`config.mk`:
```
export PLATFORM = sky130hd
export DESIGN_NAME = smp_port
export DESIGN_NICKNAME = d
export VERILOG_FILES = /design/src/pkg/smp_pkg.sv /design/src/rtl/smp_port.sv
export SDC_FILE = /design/constraint.sdc
export NUM_CORES = 1
export LEC_CHECK = 0
export ABC_AREA = 1
export BUFFER_PORTS_ARGS = -buffer_cell sky130_fd_sc_hd__buf_2
export CORE_UTILIZATION = 64
export DETAILED_ROUTE_END_ITERATION = 12
export GPL_TIMING_DRIVEN = 0
export HOLD_SLACK_MARGIN = 0.02
export PLACE_DENSITY = 0.85
export SLEW_MARGIN = 30
export SYNTH_ARGS = -nofsm -noshare
export SYNTH_HDL_FRONTEND = slang
export SYNTH_SLANG_ARGS = --single-unit
```
`constraint.sdc`:
```
create_clock -name clk_i -period 5.2 [get_ports clk_i]
set_input_delay 1.04 -clock clk_i [delete_from_list [all_inputs] [get_ports clk_i]]
set_output_delay 1.04 -clock clk_i [all_outputs]
set_load 0.1 [all_outputs]
```
`src/pkg/smp_pkg.sv`:
```
// Summary of operation
// role bit set means master; clear means slave taking the serial clock pin as input.
// only a master starts a transfer, launched by a data register write.
// data write with empty shifter loads it at once and sets transmit empty.
// master shifts in from MISO while shifting out on MOSI.
// transfer ends when receive full sets; received byte moves to receive register then.
// receive full clears only after status read followed by data read.
// a data register write clears the transmit interrupt enable.
// in master role two rate bits pick four clock rates, fastest bus/2.
// receive full and transmit empty each raise an interrupt with own enable.
// master holds slave select low from before transfer until it completes; this port has no select output, so select is left to outside logic.
// slave copies each complete byte to receive register and sets receive full.
// slave accepts any serial clock up to bus rate, ignoring rate bits; the pin is sampled once per bus cycle here, so at most bus/2.
// slave software writes next byte a cycle early, else old byte resent.
// slave write during a transfer waits in a buffer until it ends.
// slave starts on first clock edge with phase set, select fall otherwise.
// unselected slave leaves the bus alone; master may flag select contention.
// role fault and overrun flags exist and can request an interrupt.
// polarity bit picks clock idle level; with phase gives four formats.
// master and slave should use matching phase and polarity.
// software clears port enable before changing polarity or phase.
// set roles before enabling; enable master first, disable slave first.
// serial clock sits at idle level when a slave is enabled.
// master start follows data write within one bit time.
// overrun sets if receive register unread at second capture; new byte dropped.
// slave drives MISO only while its select is low.
// with phase clear, master raises and lowers select between bytes; this port drives no select pin, so that is left to outside logic.
// eight bits per transfer, MSB first, both directions at once.
package smp_pkg;

  ////////////////////////////////////////////////////////////////////////////
  // register map
  localparam int SMP_ADDR_W = 8;
  localparam logic [7:0] SMP_CTRL_ADDR = 8'h0D;
  localparam logic [7:0] SMP_STAT_ADDR = 8'h0E;
  localparam logic [7:0] SMP_DATA_ADDR = 8'h0F;

  // control register fields
  localparam int SMP_CTRL_RXIE = 7;
  localparam int SMP_CTRL_ROLE = 5;
  localparam int SMP_CTRL_CLOCK_POLARITY_SELECT = 4;
  localparam int SMP_CTRL_CLOCK_PHASE_SELECT = 3;
  localparam int SMP_CTRL_EN = 1;
  localparam int SMP_CTRL_TXIE = 0;
  localparam logic [7:0] SMP_CTRL_RESET = 8'h29;

  // status and control register fields
  localparam int SMP_STAT_ERRIE = 6;
  localparam int SMP_STAT_FLTEN = 2;
  localparam int SMP_STAT_RATE_HI = 1;
  localparam int SMP_STAT_RATE_LO = 0;
  localparam logic [7:0] SMP_STAT_RESET = 8'h00;

  ////////////////////////////////////////////////////////////////////////////
  // timing: half a serial bit in bus cycles per rate setting
  localparam int SMP_DIV_W = 7;
  localparam logic [6:0] SMP_HALF_DIV2 = 7'h01;
  localparam logic [6:0] SMP_HALF_DIV8 = 7'h04;
  localparam logic [6:0] SMP_HALF_DIV32 = 7'h10;
  localparam logic [6:0] SMP_HALF_DIV128 = 7'h40;
  localparam logic [4:0] SMP_EDGES = 5'h10;
  localparam logic [3:0] SMP_OVR_PAIR = 4'h1;
  localparam logic [7:0] SMP_ZERO = 8'h00;

  // state of the shift engine
  typedef enum logic {SMP_IDLE = 1'b0, SMP_BUSY = 1'b1} smp_state_type;

  // pins toward the link
  typedef struct packed {
    logic sck;
    logic mosi;
    logic miso;
    logic ss_n;
  } smp_pin_in_type;

  typedef struct packed {
    logic sck;
    logic sck_oe;
    logic mosi;
    logic mosi_oe;
    logic miso;
    logic miso_oe;
  } smp_pin_out_type;

  // half bit length for a rate code
  function automatic logic [6:0] smp_half(input logic [1:0] rate);
    unique case (rate)
      2'h0: smp_half = SMP_HALF_DIV2;
      2'h1: smp_half = SMP_HALF_DIV8;
      2'h2: smp_half = SMP_HALF_DIV32;
      2'h3: smp_half = SMP_HALF_DIV128;
    endcase
  endfunction : smp_half

endpackage : smp_pkg

```
`src/rtl/smp_port.sv`:
```
`timescale 1ns/1ps
module smp_port (
  input wire logic clk_i,
  input wire logic srst_i,
  input wire logic ce_i,
  input wire logic [smp_pkg::SMP_ADDR_W-1:0] addr_i,
  input wire logic [7:0] wdata_i,
  input wire logic wr_i,
  input wire logic rd_i,
  output logic [7:0] rdata_o,
  input wire smp_pkg::smp_pin_in_type pin_i,
  output smp_pkg::smp_pin_out_type pin_o,
  output logic rx_irq_o,
  output logic tx_irq_o
);
  import smp_pkg::*;

  ////////////////////////////////////////////////////////////////////////////
  // declarations
  smp_pin_in_type pin_meta_r;
  smp_pin_in_type pin_sync_r;
  logic sck_prev_r;
  logic ss_prev_r;
  logic rxie_r, role_r, clock_polarity_select_r, clock_phase_select_r, en_r, txie_r;
  logic errie_r, flten_r;
  logic [1:0] rate_r;
  logic rxf_r, ovr_r, fault_r, txe_r;
  logic rxf_armed_r, ovr_armed_r, fault_armed_r;
  logic [7:0] txbuf_r, rxdata_r, sh_r, rdata_r;
  logic dout_r, pending_r, sck_act_r;
  smp_state_type state_r;
  logic [4:0] edge_cnt_r;
  logic [6:0] div_cnt_r;
  logic wr_ctrl, wr_stat, wr_data, rd_stat, rd_data;
  logic busy, active_m, tick, ss_low, sck_edge, ss_fall, slave_ok;
  logic fault_ev, m_start, s_start, xf_start, xf_edge, leading;
  logic drive_ev, sample_ev, last_edge, abort, sh_free, din;
  logic load_now, ovr_set;
  logic [7:0] load_val, rx_word;
  logic [1:0] m_smp_r, m_end_r;
  logic [7:0] m_rx_r, rx_cap;
  logic rx_done;

  ////////////////////////////////////////////////////////////////////////////
  // bus strobes, gated by the clock enable
  assign wr_ctrl = ce_i & wr_i & (addr_i == SMP_CTRL_ADDR);
  assign wr_stat = ce_i & wr_i & (addr_i == SMP_STAT_ADDR);
  assign wr_data = ce_i & wr_i & (addr_i == SMP_DATA_ADDR);
  assign rd_stat = ce_i & rd_i & (addr_i == SMP_STAT_ADDR);
  assign rd_data = ce_i & rd_i & (addr_i == SMP_DATA_ADDR);

  // two-flop synchronisers on every pin input
  always_ff @(posedge clk_i) begin
    if (srst_i) begin
      pin_meta_r <= '{sck: 1'b0, mosi: 1'b0, miso: 1'b0, ss_n: 1'b1};
      pin_sync_r <= '{sck: 1'b0, mosi: 1'b0, miso: 1'b0, ss_n: 1'b1};
    end else if (ce_i) begin
      pin_meta_r <= pin_i;
      pin_sync_r <= pin_meta_r;
    end
  end

  // edge detection on the synchronised clock and select
  always_ff @(posedge clk_i) begin
    if (srst_i) begin
      sck_prev_r <= 1'b0;
      ss_prev_r <= 1'b1;
    end else if (ce_i) begin
      sck_prev_r <= pin_sync_r.sck;
      ss_prev_r <= pin_sync_r.ss_n;
    end
  end

  ////////////////////////////////////////////////////////////////////////////
  // transfer events
  assign busy = (state_r == SMP_BUSY);
  assign active_m = en_r & role_r;
  assign tick = ce_i & active_m & (div_cnt_r == smp_half(rate_r) - 7'h01);
  assign ss_low = ~pin_sync_r.ss_n;
  // slave edges come from the pin, not the divider
  assign sck_edge = ce_i & (pin_sync_r.sck != sck_prev_r);
  assign ss_fall = ce_i & ss_prev_r & ~pin_sync_r.ss_n;
  assign slave_ok = en_r & ~role_r & ss_low;
  // select pulled low while master means another master is out there
  assign fault_ev = ce_i & active_m & flten_r & ss_low;
  assign m_start = ~busy & tick & pending_r & ~fault_ev;
  assign s_start = ~busy & slave_ok & (clock_phase_select_r ? sck_edge : ss_fall);
  assign xf_start = m_start | s_start;
  assign xf_edge = (busy & role_r & tick) | (slave_ok & sck_edge & (busy | clock_phase_select_r));
  assign leading = ~edge_cnt_r[0];
  // phase set: drive on leading, sample on trailing; clear: the reverse
  assign drive_ev = xf_edge & (leading == clock_phase_select_r);
  assign sample_ev = xf_edge & (leading != clock_phase_select_r);
  assign last_edge = xf_edge & (edge_cnt_r == SMP_EDGES - 5'h01);
  assign abort = busy & (~en_r | fault_ev | (~role_r & ~ss_low));
  assign sh_free = ~busy & ~xf_start & (~role_r | ~pending_r);
  assign din = role_r ? pin_sync_r.miso : pin_sync_r.mosi;
  assign rx_word = clock_phase_select_r ? {sh_r[6:0], din} : sh_r;
  assign load_now = last_edge & (~txe_r | wr_data);
  assign load_val = txe_r ? wdata_i : txbuf_r;
  assign ovr_set = sample_ev & rxf_r & (edge_cnt_r[4:1] == SMP_OVR_PAIR);
  // master capture runs two cycles late to match the miso synchroniser
  assign rx_done = role_r ? (ce_i & m_end_r[1]) : last_edge;
  assign rx_cap = role_r ? (m_smp_r[1] ? {m_rx_r[6:0], pin_sync_r.miso} : m_rx_r) : rx_word;

  ////////////////////////////////////////////////////////////////////////////
  // free-running baud divider, only while master and enabled
  always_ff @(posedge clk_i) begin
    if (srst_i) begin
      div_cnt_r <= 7'h00;
    end else if (ce_i) begin
      if (!active_m || tick) begin
        div_cnt_r <= 7'h00;
      end else begin
        div_cnt_r <= div_cnt_r + 7'h01;
      end
    end
  end

  // transfer state and edge counter
  always_ff @(posedge clk_i) begin
    if (srst_i) begin
      state_r <= SMP_IDLE;
      edge_cnt_r <= 5'h00;
    end else if (ce_i) begin
      if (abort || last_edge) begin
        state_r <= SMP_IDLE;
        edge_cnt_r <= 5'h00;
      end else begin
        if (xf_start) begin
          state_r <= SMP_BUSY;
        end
        if (xf_edge) begin
          edge_cnt_r <= edge_cnt_r + 5'h01;
        end
      end
    end
  end

  // serial clock level of the master
  always_ff @(posedge clk_i) begin
    if (srst_i) begin
      sck_act_r <= 1'b0;
    end else if (ce_i) begin
      if (abort || last_edge || !busy) begin
        sck_act_r <= 1'b0;
      end else if (xf_edge && role_r) begin
        sck_act_r <= ~sck_act_r;
      end
    end
  end

  ////////////////////////////////////////////////////////////////////////////
  // shift register: load, then sample msb first
  always_ff @(posedge clk_i) begin
    if (srst_i) begin
      sh_r <= SMP_ZERO;
    end else if (ce_i) begin
      if (load_now) begin
        sh_r <= load_val;
      end else if (wr_data && sh_free) begin
        sh_r <= wdata_i;
      end else if (sample_ev) begin
        sh_r <= {sh_r[6:0], din};
      end
    end
  end

  // serial output bit
  always_ff @(posedge clk_i) begin
    if (srst_i) begin
      dout_r <= 1'b0;
    end else if (ce_i) begin
      if ((xf_start && !clock_phase_select_r) || drive_ev) begin
        dout_r <= sh_r[7];
      end
    end
  end

  // shifter holds a byte that has not gone out yet
  always_ff @(posedge clk_i) begin
    if (srst_i) begin
      pending_r <= 1'b0;
    end else if (ce_i) begin
      if (load_now || (wr_data && sh_free)) begin
        pending_r <= 1'b1;
      end else if (xf_start || last_edge) begin
        pending_r <= 1'b0;
      end
    end
  end

  // transmit buffer and empty flag
  always_ff @(posedge clk_i) begin
    if (srst_i) begin
      txbuf_r <= SMP_ZERO;
      txe_r <= 1'b1;
    end else if (ce_i) begin
      if (wr_data && !sh_free && !(last_edge && txe_r)) begin
        txbuf_r <= wdata_i;
        txe_r <= 1'b0;
      end else if (last_edge && !txe_r) begin
        txe_r <= 1'b1;
      end else if (wr_data && sh_free) begin
        txe_r <= 1'b1;
      end
    end
  end

  ////////////////////////////////////////////////////////////////////////////
  // master receive shifter, strobes delayed by the synchroniser depth
  // without this a bus/2 master would sample miso one bit too early
  always_ff @(posedge clk_i) begin
    if (srst_i) begin
      m_smp_r <= 2'h0;
      m_end_r <= 2'h0;
      m_rx_r <= SMP_ZERO;
    end else if (ce_i) begin
      m_smp_r <= {m_smp_r[0], sample_ev & role_r};
      m_end_r <= {m_end_r[0], last_edge & role_r};
      if (m_smp_r[1]) begin
        m_rx_r <= {m_rx_r[6:0], pin_sync_r.miso};
      end
    end
  end

  // receive register and receive full flag, loaded only while the flag is clear
  always_ff @(posedge clk_i) begin
    if (srst_i) begin
      rxdata_r <= SMP_ZERO;
      rxf_r <= 1'b0;
      rxf_armed_r <= 1'b0;
    end else if (ce_i) begin
      if (rx_done && !rxf_r) begin
        rxdata_r <= rx_cap;
        rxf_r <= 1'b1;
      end else if (rd_data && rxf_armed_r) begin
        rxf_r <= 1'b0;
      end
      if (rd_data) begin
        rxf_armed_r <= 1'b0;
      end else if (rd_stat && rxf_r) begin
        rxf_armed_r <= 1'b1;
      end
    end
  end

  // overrun flag, cleared by status read then data read
  always_ff @(posedge clk_i) begin
    if (srst_i) begin
      ovr_r <= 1'b0;
      ovr_armed_r <= 1'b0;
    end else if (ce_i) begin
      if (ovr_set) begin
        ovr_r <= 1'b1;
      end else if (rd_data && ovr_armed_r) begin
        ovr_r <= 1'b0;
      end
      if (rd_data) begin
        ovr_armed_r <= 1'b0;
      end else if (rd_stat && ovr_r) begin
        ovr_armed_r <= 1'b1;
      end
    end
  end

  // role fault flag, cleared by status read then control write
  always_ff @(posedge clk_i) begin
    if (srst_i) begin
      fault_r <= 1'b0;
      fault_armed_r <= 1'b0;
    end else if (ce_i) begin
      if (fault_ev) begin
        fault_r <= 1'b1;
      end else if (wr_ctrl && fault_armed_r) begin
        fault_r <= 1'b0;
      end
      if (wr_ctrl) begin
        fault_armed_r <= 1'b0;
      end else if (rd_stat && fault_r) begin
        fault_armed_r <= 1'b1;
      end
    end
  end

  ////////////////////////////////////////////////////////////////////////////
  // control register
  always_ff @(posedge clk_i) begin
    if (srst_i) begin
      rxie_r <= SMP_CTRL_RESET[SMP_CTRL_RXIE];
      role_r <= SMP_CTRL_RESET[SMP_CTRL_ROLE];
      clock_polarity_select_r <= SMP_CTRL_RESET[SMP_CTRL_CLOCK_POLARITY_SELECT];
      clock_phase_select_r <= SMP_CTRL_RESET[SMP_CTRL_CLOCK_PHASE_SELECT];
      en_r <= SMP_CTRL_RESET[SMP_CTRL_EN];
    end else if (wr_ctrl) begin
      rxie_r <= wdata_i[SMP_CTRL_RXIE];
      role_r <= wdata_i[SMP_CTRL_ROLE];
      clock_polarity_select_r <= wdata_i[SMP_CTRL_CLOCK_POLARITY_SELECT];
      clock_phase_select_r <= wdata_i[SMP_CTRL_CLOCK_PHASE_SELECT];
      en_r <= wdata_i[SMP_CTRL_EN];
    end
  end

  // transmit interrupt enable, dropped by any data write
  always_ff @(posedge clk_i) begin
    if (srst_i) begin
      txie_r <= SMP_CTRL_RESET[SMP_CTRL_TXIE];
    end else if (wr_data) begin
      txie_r <= 1'b0;
    end else if (wr_ctrl) begin
      txie_r <= wdata_i[SMP_CTRL_TXIE];
    end
  end

  // writable bits of the status and control register
  always_ff @(posedge clk_i) begin
    if (srst_i) begin
      errie_r <= SMP_STAT_RESET[SMP_STAT_ERRIE];
      flten_r <= SMP_STAT_RESET[SMP_STAT_FLTEN];
      rate_r <= SMP_STAT_RESET[SMP_STAT_RATE_HI:SMP_STAT_RATE_LO];
    end else if (wr_stat) begin
      errie_r <= wdata_i[SMP_STAT_ERRIE];
      flten_r <= wdata_i[SMP_STAT_FLTEN];
      rate_r <= wdata_i[SMP_STAT_RATE_HI:SMP_STAT_RATE_LO];
    end
  end

  // read data, one cycle after the strobe
  always_ff @(posedge clk_i) begin
    if (srst_i) begin
      rdata_r <= SMP_ZERO;
    end else if (ce_i && rd_i) begin
      unique case (addr_i)
        SMP_CTRL_ADDR: rdata_r <= {rxie_r, 1'b0, role_r, clock_polarity_select_r, clock_phase_select_r, 1'b0, en_r, txie_r};
        SMP_STAT_ADDR: rdata_r <= {rxf_r, errie_r, ovr_r, fault_r, txe_r, flten_r, rate_r};
        SMP_DATA_ADDR: rdata_r <= rxdata_r;
        default: rdata_r <= SMP_ZERO;
      endcase
    end
  end

  ////////////////////////////////////////////////////////////////////////////
  // outputs
  assign rdata_o = rdata_r;
  assign pin_o.sck = clock_polarity_select_r ^ sck_act_r;
  assign pin_o.sck_oe = active_m;
  assign pin_o.mosi = dout_r;
  assign pin_o.mosi_oe = active_m;
  assign pin_o.miso = dout_r;
  assign pin_o.miso_oe = slave_ok;
  // error flags share the receive interrupt line
  assign rx_irq_o = (rxie_r & rxf_r) | (errie_r & (ovr_r | fault_r));
  assign tx_irq_o = txie_r & txe_r;

  ////////////////////////////////////////////////////////////////////////////
  // checks
  a_txe_on_load: assert property (@(posedge clk_i) disable iff (srst_i || !ce_i)
    wr_data && sh_free |=> txe_r) else $error("empty flag not set on load");
  a_txie_cleared: assert property (@(posedge clk_i) disable iff (srst_i || !ce_i)
    wr_data |=> !txie_r) else $error("tx irq enable kept after data write");
  a_rx_capture: assert property (@(posedge clk_i) disable iff (srst_i || !ce_i)
    rx_done && !rxf_r |=> rxf_r && rxdata_r == $past(rx_cap))
    else $error("received byte not captured");
  a_rxf_holds: assert property (@(posedge clk_i) disable iff (srst_i || !ce_i)
    rxf_r && !(rd_data && rxf_armed_r) |=> rxf_r)
    else $error("receive full dropped without read pair");
  a_ovr_raise: assert property (@(posedge clk_i) disable iff (srst_i || !ce_i)
    ovr_set |=> ovr_r ##1 ovr_r || $past(rd_data)) else $error("overrun not flagged");
  a_ovr_keeps_byte: assert property (@(posedge clk_i) disable iff (srst_i || !ce_i)
    rx_done && rxf_r |=> $stable(rxdata_r)) else $error("unread byte overwritten");
  a_start_delay: assert property (@(posedge clk_i) disable iff (srst_i || !ce_i)
    wr_data && sh_free && active_m && !flten_r |-> ##[1:129] busy)
    else $error("master start too late");
  a_slave_waits: assert property (@(posedge clk_i) disable iff (srst_i || !ce_i)
    !role_r && !busy && pin_sync_r.ss_n |=> !busy) else $error("slave started unselected");
  a_miso_quiet: assert property (@(posedge clk_i) disable iff (srst_i || !ce_i)
    pin_sync_r.ss_n || role_r |-> !pin_o.miso_oe) else $error("miso driven unselected");

  c_master_byte: cover property (@(posedge clk_i) disable iff (srst_i) last_edge && role_r);
  c_slave_byte: cover property (@(posedge clk_i) disable iff (srst_i) last_edge && !role_r);
  c_overrun: cover property (@(posedge clk_i) disable iff (srst_i) ovr_set);
  c_role_fault: cover property (@(posedge clk_i) disable iff (srst_i) fault_ev);

endmodule : smp_port

```
==> results.cfg, run 1 <==
[sta]
setup_violations = 0
min_period_ns = 2.90
finalHoldViolCount = 0
worst_slew_pin_slew_ns = 0.577
setup_tns_ns = 0
rsz0062_at_grt = no
period_share_pct = 55.8
fmax_ghz = 0.344
skew_ns = 0.00905
slew_headroom_pct = 61.6
drv_slew = 0

[detailed_routing]
viasPerCell = 5.60
drtIter0Drc = 421
firstDrtPassIters = 10
wire_per_inst_um = 13.7
vias = 4495
route.detailed.drc = 1
ant_nets = 0
wirelength_um = 11000

[finish]
nets = 747
design_area_um2 = 4940
diodes = 0
area_growth_syn_to_layout_pct = 10.8
fillCellCount = 594
drive_gt1_share_pct = 11.9

[power_and_ir_drop]
p_seq_share_pct = 55.4
p_sw_w = 0.000300
clockPowerShare_pct = 37.5
power_frac_comb_pct = 7.1
internal_power_w = 0.000940
power.density_nw_per_um2 = 251
leakage_nw = 2.22
ir_drop_mv = 0.178
p_sw_share_pct = 24.2

[clock_network]
cts_made_buffers = 9
root_buffer = clkbuf_8
cts.clk_slew.worst_paths_ns = 0.08
cts_hold_buf = 0
h-tree-depth = 3
postCtsSetupBuffers = 0
post_cts_resized = 0
cts_tree = yes
cts_buffer_depth = 2
insertion_delay_ns = 0.36
clock-sinks = 87

[floorplanning]
dieHeight_um = 85.5
rows = 30
start_util_pct = 66.0
io_pins = 41
coreArea_um2 = 6760
dieArea_um2 = 7310
die_width_um = 85.5

[worst_setup_path]
worstRegToRegCells = 14
r2r-start = rate_r[0]
cp-start-kind = flip-flop
crit_fanout = 5
worstSetupEndpointType = output port
timing.rr.end = edge_cnt_r[2]
critPathCapture = pin_o[0]
worstSetupPathType = reg -> out
cp-startpoint = en_r
cp.arrival_ns = 1.86
critical_path_required_ns = 4.16
r2r_slack_ns = 2.63

[status]
violations = DRC
outcome = complete, but fails checks

[synthesis]
yosys.area.top_type = dfxtp_1
yosysSeqAreaShare_pct = 39.1
synth.net_count = 698
ys_async_sr_fraction_pct = 0
syn_area_um2 = 4460
syn_inst = 669
yosys_warnings = 0
ys_types = 41
netlist.area_leader.share_pct = 39.1
synth-edff-count = 0
synth.area.top_cells = dfxtp_1 (39%), nand2_1 (13%), o21ai_0 (9.5%), inv_1 (7.6%), nor2_1 (6.6%)
synthMostInstantiatedCell = nand2_1
synth_ff_type = dfxtp_1
avgSynthCellArea_um2 = 6.67
ys_ff_latch = 87
synth_common_cells = nand2_1 (150), inv_1 (90), dfxtp_1 (87)

[grt]
grt_pass1_wl_um = 17800
grt_max_degree = 14
antenna_found_initial = 0
overflow = 0
grt_util_all_layers_pct = 31.1
grt_pass1_vias = 3980

[job]
cap_violations = 0

[placement]
dpl_cell_area_um2 = 4750
dp_hpwl_um = 8400
port-buffer-count = 38
gp_congestion = 0.966

[min_path]
hp-class = reg -> reg
hp-start = rdata_o[6]
==> metal layers <==
| metal | wire length, um | track usage, % | share of wire [%] | up-vias |
|---|---|---|---|---|
| met1 | 4800 | 39.5 | 44 | 2031 |
| met3 | 759 | 6.91 | 6.9 | 39 |
| met5 | 0 | 0 | 0 | - |
| met2 | 5100 | 52.2 | 46 | 177 |
| met4 | 359 | 10.9 | 3.3 | 0 |
| li1 | - | - | - | 2248 |
==> cell usage in the layout, fill, tap and decap left out, types with 3 or more instances in the layout <==
master / n
nor3_1: 6
inv_1: 90
buf_6: 3
xor2_1: 5
nor2_1: 79
clkbuf_1: 18
nand2_2: 5
buf_2: 41
ha_1: 4
clkbuf_8: 10
o21ai_0: 85
nor2_2: 3
o211ai_1: 4
nand4_1: 3
nand3_1: 36
o22ai_1: 4
dfxtp_1: 87
o21ai_1: 5
clkinv_2: 3
buf_4: 6
nand2_1: 150
a21oi_1: 48
==> cell type report <==
| cell class | count | area (um^2) | share of cell area, % |
|---|---|---|---|
| buffer | 29 | 158 | 3.19 |
| clock buffer | 12 | 145 | 2.94 |
| clock inverter | 4 | 45.0 | 0.912 |
| inverter | 95 | 362 | 7.32 |
| multi-input combinational | 458 | 2200 | 44.5 |
| sequential | 87 | 1740 | 35.3 |
| tap | 80 | 100 | 2.03 |
| timing repair buffer | 38 | 190 | 3.85 |
==> worst max-delay path: stages (launching register included) <==
cell	delay (ns)
dfxtp_1	0.42
inv_1	0.11
nor3_1	0.38
buf_4	0.19
buf_2	0.41
==> power by group through the flow <==
stage               combinational, W  clock [W]  sequential, W
finish                     0.0000886   0.000465       0.000686
global route               0.0000982   0.000493       0.000688
CTS                        0.0000865   0.000468       0.000686
detailed placement         0.0000861          0       0.000702
global placement           0.0000839          0       0.000701
floorplan                  0.0000550          0       0.000700
==> worst min-delay path by stage <==
stage / end / slack, ns / depth (start not counted)
finish: rdata_o[6] / 0.46 / 2
global route: rxf_armed_r / 0.48 / 2
CTS: rxf_armed_r / 0.46 / 2
detailed placement: rxf_armed_r / 0.45 / 2
global placement: pin_meta_r[0] / 0.44 / 2
floorplan: ovr_armed_r / 0.43 / 2
==> kinds of logic (layout without fill, tap and decap cells) <==
| logic type | Yosys count | after routing | share of synthesized area (%) |
|---|---|---|---|
| simple gates | 291 | 291 | 27.9 |
| compound gates | 156 | 156 | 18.9 |
| buf+inv | 124 | 178 | 11.6 |
| flops | 87 | 87 | 39.1 |
| xor+xnor | 6 | 6 | 1.18 |
| fa+ha+maj | 4 | 4 | 1.12 |
| mux | 1 | 1 | 0.224 |
==> state kept, by name, summed over array words and instances, names as in the netlist, 2 cells and up <==
register    cells
div_cnt_r       7
edge_cnt_r      5
m_end_r         2
m_rx_r          8
m_smp_r         2
pin_meta_r      4
pin_sync_r      4
rate_r          2
rdata_o         8
rxdata_r        8
sh_r            8
txbuf_r         8
==> metrics by stage <==
| step | setup WS [ns] | util (%) | instances | hold WS (ns) | power (W) |
|---|---|---|---|---|---|
| final | 2.30 | 73.1 | 803 | 0.464 | 0.00124 |
| after global routing | 2.31 | 73.1 | 803 | 0.475 | 0.00128 |
| after CTS | 2.35 | 73.1 | 803 | 0.462 | 0.00124 |
| after detailed placement | 2.34 | 70.3 | 787 | 0.448 | 0.000788 |
| after global placement | 2.35 | 70.3 | 787 | 0.443 | 0.000785 |
| after floorplan | 1.65 | - | 669 | 0.428 | 0.000755 |
Note: power is estimated with default switching activity, not from simulation.
==> run 2, diff against run 1 <==
Settings changed: ABC_AREA 1 to 0, CORE_UTILIZATION 64 to 59, PLACE_DENSITY 0.85 to 0.79.
Clock period 5.2 ns to 2.8 ns, I/O delays scaled along.
==> results.cfg, run 2 <==
[sta]
worst_slew_pin_slew_ns = 0.845
min_period_ns = 2.71
setup_tns_ns = 0
worst_slack_ns = 0.0925
finalHoldViolCount = 0
slew_headroom_pct = 43.7
fmax_ghz = 0.369
setup_violations = 0
drv_slew = 0
rsz0062_at_grt = yes
period_share_pct = 96.7
skew_ns = 0.0107

[floorplanning]
dieHeight_um = 89.5
start_util_pct = 61.6
dieArea_um2 = 8010
coreArea_um2 = 7330
io_pins = 41
die_width_um = 89.5
rows = 31

[finish]
diodes = 0
nets = 571
utilization_pct = 68.6
layout_commonest_cell = dfxtp_1
mostFrequentLayoutCells = dfxtp_1 (85), mux2i_1 (61), nand2_1 (55), nor2_1 (47), buf_2 (43)
drive_gt1_share_pct = 19.0
fillCellCount = 614
area_growth_syn_to_layout_pct = 11.4
layout.cells.non_filler = 646

[placement]
place_worst_setup_slack_ns = -0.0777
gp_congestion = 0.920
dp.cells = 631
port-buffer-count = 39
dp_hpwl_um = 8410

[worst_setup_path]
crit_fanout = 8
max_stage_delay_ns = 0.37
critical_path_required_ns = 3.07
worstSetupEndpointType = flip-flop
worstSetupPathType = reg -> reg
cp-start-kind = flip-flop
cp.arrival_ns = 2.97
path_buf_inv = 0
cp_cell_sequence = or2_2 -> ha_1 -> xnor2_1 -> nor4_4 -> o2111ai_4 -> o2bb2ai_1 -> and3_1 -> a22o_1
cpMaxStageDelayCell = dfxtp_4
crit_family = simple AND/OR/NAND/NOR gates

[clock_network]
cts_buffer_depth = 2
cts_tree = yes
cts.clk_slew.worst_paths_ns = 0.09
h-tree-depth = 3
insertion_delay_ns = 0.38
root_buffer = clkbuf_8
cts_made_buffers = 9
clock-sinks = 87

[synthesis]
yosys.area.top_type = dfxtp_1
ys_ff_latch = 87
synth_common_cells = dfxtp_1 (87), mux2i_1 (61), nand2_1 (55)
synth-edff-count = 0
synth.net_count = 522
syn_area_um2 = 4520
syn_inst = 493
synth_ff_type = dfxtp_1
synthMostInstantiatedCell = dfxtp_1
yosysSeqAreaShare_pct = 38.6
ys_async_sr_fraction_pct = 0
ys_types = 69
yosys_warnings = 0
synth.area.top_cells = dfxtp_1 (39%), mux2i_1 (14%), nand2_1 (4.6%), nor2_1 (3.9%), a211oi_1 (3.0%)
avgSynthCellArea_um2 = 9.16
netlist.area_leader.share_pct = 38.6

[grt]
grt_pass1_wl_um = 17900
grt_max_degree = 17
grt_pass1_vias = 3659
grt_util_all_layers_pct = 30.5
overflow = 0
antenna_found_initial = 0

[job]
cap_violations = 0

[detailed_routing]
wire_per_inst_um = 17.6
vias = 3882
drtIter0Drc = 269
ant_nets = 0
viasPerCell = 6.01
wirelength_um = 11400
firstDrtPassIters = 5
route.detailed.drc = 0

[power_and_ir_drop]
ir_drop_mv = 0.375
power.density_nw_per_um2 = 444
leakage_nw = 2.00

[min_path]
hp-class = in -> reg

[status]
outcome = complete, no violations
==> run 2: power by group <==
group	internal, W	total (W)	leakage [nW]	switching [W]
logic	0.0000533	0.000151	1.20	0.0000973
registers	0.00125	0.00126	0.705	0.0000120
clock network	0.000332	0.000821	0.0944	0.000490
==> run 2: per-stage QoR <==
step | area (um^2) | power (W) | hold WS (ns)
global route | 5030 | 0.00231 | 0.429
global placement | 4830 | 0.00144 | 0.445
CTS | 5020 | 0.00224 | 0.410
detailed placement | 4830 | 0.00144 | 0.451
finish | 5030 | 0.00223 | 0.409
floorplan | 4520 | 0.00138 | 0.433
==> run 2: layout make-up <==
| type | count | area, um^2 | share of cell area, % |
|---|---|---|---|
| Buffer | 35 | 213 | 4.23 |
| Clock buffer | 9 | 124 | 2.46 |
| Clock inverter | 7 | 53.8 | 1.07 |
| Inverter | 8 | 30.0 | 0.597 |
| Multi-Input combinational cell | 361 | 2530 | 50.4 |
| Sequential cell | 87 | 1750 | 34.7 |
| Tap cell | 99 | 124 | 2.46 |
| Timing Repair Buffer | 40 | 203 | 4.03 |
==> run 2: worst paths after layout <==
check / slack [ns] / cells past startpoint / startpoint / endpoint
worst max-delay path: 0.09 / 8 / rate_r[0] / sh_r[1]
worst min-delay path: 0.41 / 3 / pin_i[0] / pin_meta_r[0]
worst max register to register: 0.09 / 8 / rate_r[0] / sh_r[1]
worst min register to register: 0.47 / 2 / txbuf_r[3] / txbuf_r[3]
==> run 2: logic make-up (layout without fill, tap and decap cells) <==
group                      after synthesis  in the layout  synth area share [%]
and+or+nand+nor                        166            166                  18.4
AOI/OAI and AO/OA                      112            112                  19.0
DFF                                     87             87                  38.6
muxes                                   68             68                  15.3
buffers and inverters                   45             99                  5.54
xor gates and xnor gates                11             11                  2.13
adders and majority gates                4              4                  1.11
==> run 2: worst reg2reg max path, cell delays in order, from the launching register on <==
cell	delay [ns]
dfxtp_4	0.37
or2_2	0.29
ha_1	0.30
xnor2_1	0.18
nor4_4	0.37
o2111ai_4	0.27
o2bb2ai_1	0.23
and3_1	0.30
a22o_1	0.27
==> run 2: metal layers <==
| metal | vias to the layer above | wire, um | track usage [%] |
|---|---|---|---|
| met5 | - | 0 | 0 |
| met4 | 0 | 403 | 16.3 |
| met3 | 40 | 726 | 5.17 |
| met2 | 135 | 5390 | 52.0 |
| met1 | 1838 | 4830 | 36.9 |
| li1 | 1869 | - | - |
==> run 2: what timing repair did <==
action	in CTS	in global routing
gates resized for setup	1	6
cloned	0	0
pin swaps	1	2
endpoints found under the setup margin	16	22
buffers inserted	0	1
hold buffers	0	0
==> run 3, diff against run 2 <==
Settings changed: CELL_PAD_IN_SITES_DETAIL_PLACEMENT from default to 2, CELL_PAD_IN_SITES_GLOBAL_PLACEMENT from default to 2, CORE_UTILIZATION 59 to 39, CTS_BUF_LIST from default to sky130_fd_sc_hd__clkbuf_2, PLACE_DENSITY 0.79 to default, PLACE_DENSITY_LB_ADDON from default to 0.1, SKIP_CTS_REPAIR_TIMING from default to 1.
==> results.cfg, run 3 (synthesis gave the netlist of run 2 again) <==
[worst_setup_path]
cp-start-kind = flip-flop
r2r-start = rate_r[0]
worstRegToRegCells = 8
max_stage_delay_ns = 0.41
crit_fanout = 7
cp-startpoint = rate_r[0]
critPathCapture = edge_cnt_r[3]
worstSetupPathType = reg -> reg
cp.arrival_ns = 3.27
r2r_slack_ns = 0.06
timing.rr.end = edge_cnt_r[3]
worstSetupEndpointType = flip-flop
critical_path_required_ns = 3.33
cpMaxStageDelayCell = dfxtp_4
cp_cell_sequence = or2_2 -> ha_1 -> xor2_1 -> nor4_4 -> o2111ai_4 -> a31o_1 -> or3_1 -> a221oi_2

[finish]
layout_commonest_cell = dfxtp_1
mostFrequentLayoutCells = dfxtp_1 (84), mux2i_1 (61), nand2_1 (55), nor2_1 (47), buf_2 (42)
drive_gt1_share_pct = 20.7
diodes = 0
area_growth_syn_to_layout_pct = 13.0
nets = 576
layout.cells.non_filler = 692
fillCellCount = 1245

[floorplanning]
rows = 38
dieHeight_um = 110
dieArea_um2 = 12000
start_util_pct = 40.8
coreArea_um2 = 11100
die_width_um = 110
io_pins = 41

[grt]
overflow = 0
antenna_found_initial = 0
use_met1_pct = 29.4
grt_pass1_vias = 4223
use_met3_pct = 5.87
met2_usage_pct = 44.7
grt_max_degree = 15
grt-busiest-layer = met2
grt_pass1_wl_um = 22200
grt_util_all_layers_pct = 25.2

[status]
outcome = complete, no violations

[power_and_ir_drop]
power.density_nw_per_um2 = 430
report.power.total_w = 0.00220
leakage_nw = 2.02
ir_drop_mv = 0.370

[placement]
port-buffer-count = 39
dp.cells = 672
gp_congestion = 0.827
dp_hpwl_um = 10900

[sta]
slew_headroom_pct = 44.1
finalHoldViolCount = 0
period_share_pct = 97.8
setup_tns_ns = 0
min_period_ns = 2.74
worst_slew_pin_slew_ns = 0.838
skew_ns = 0.0346
fmax_ghz = 0.365
setup_violations = 0
hold_ws_ns = 0.164
drv_slew = 0

[clock_network]
cts_buffer_depth = 2
clock-sinks = 87
insertion_delay_ns = 0.61
cts_tree = yes
cts_made_buffers = 9
cts.clk_slew.worst_paths_ns = 0.24
h-tree-depth = 3
root_buffer = clkbuf_2

[detailed_routing]
ant_nets = 0
viasPerCell = 5.70
wirelength_um = 14100
wire_per_inst_um = 20.4
drtIter0Drc = 117
firstDrtPassIters = 4
vias = 3945
route.detailed.drc = 0

[min_path]
hp-class = in -> reg
hp-start = pin_i[0]

[job]
cap_violations = 0
run 3: cell count changes in the layout (fill, tap and decap cells not counted), moves of 2 or more:
cell | previous run | this run
buf_4 | 8 | 12
bufinv_16 | 0 | 2
clkbuf_2 | 1 | 12
clkbuf_4 | 0 | 3
clkbuf_8 | 11 | 2
inv_6 | 3 | 0
run 3: layer usage:
layer	share of wire (%)	up-vias
li1	-	1886
met1	44	1981
met2	50	55
met3	3.1	23
met4	2.4	0
met5	0	-
run 3: layout make-up:
type                    count  area (um^2)  area share [%]
repair buffers             44          238            4.66
multi-input cells         361         2550            50.0
well taps                 140          175            3.43
inverters                   8         30.0           0.589
flip-flops and latches     87         1750            34.3
clock buffers              11         55.1            1.08
plain buffers              36          221            4.34
clock inverters             5         82.6            1.62
run 3: critical path: cells and delay by family, from the launching register on:
family                     cells  cell delay, ns
adders and majority gates      1            0.22
DFF                            1            0.41
AOI/OAI and AO/OA              3            0.84
and+or+nand+nor                3            1.01
xor gates and xnor gates       1            0.17
run 3: where the power goes:
part / total (W) / internal [W] / switching, W
combinational: 0.000157 / 0.0000535 / 0.000103
clock: 0.000770 / 0.000305 / 0.000465
sequential: 0.00127 / 0.00126 / 0.0000123
total: 0.00220 / 0.00161 / 0.000581
run 3: worst min path at each step:
stage / end / cells after the start
2_1_floorplan: ss_prev_r / 2
4_1_cts: pin_meta_r[0] / 3
5_1_grt: pin_meta_r[0] / 3
3_3_place_gp: txbuf_r[7] / 2
3_5_place_dp: rxdata_r[7] / 2
6_report: pin_meta_r[0] / 3
run 3: through the flow:
stage	utilization [%]	setup WS [ns]	instance area [um^2]
after global routing	46.1	-0.0190	5100
after global placement	44.1	-0.0824	4890
final	46.1	0.0621	5100
after detailed placement	44.1	-0.273	4890
after CTS	45.3	-0.316	5020
after floorplan	-	0.290	4520
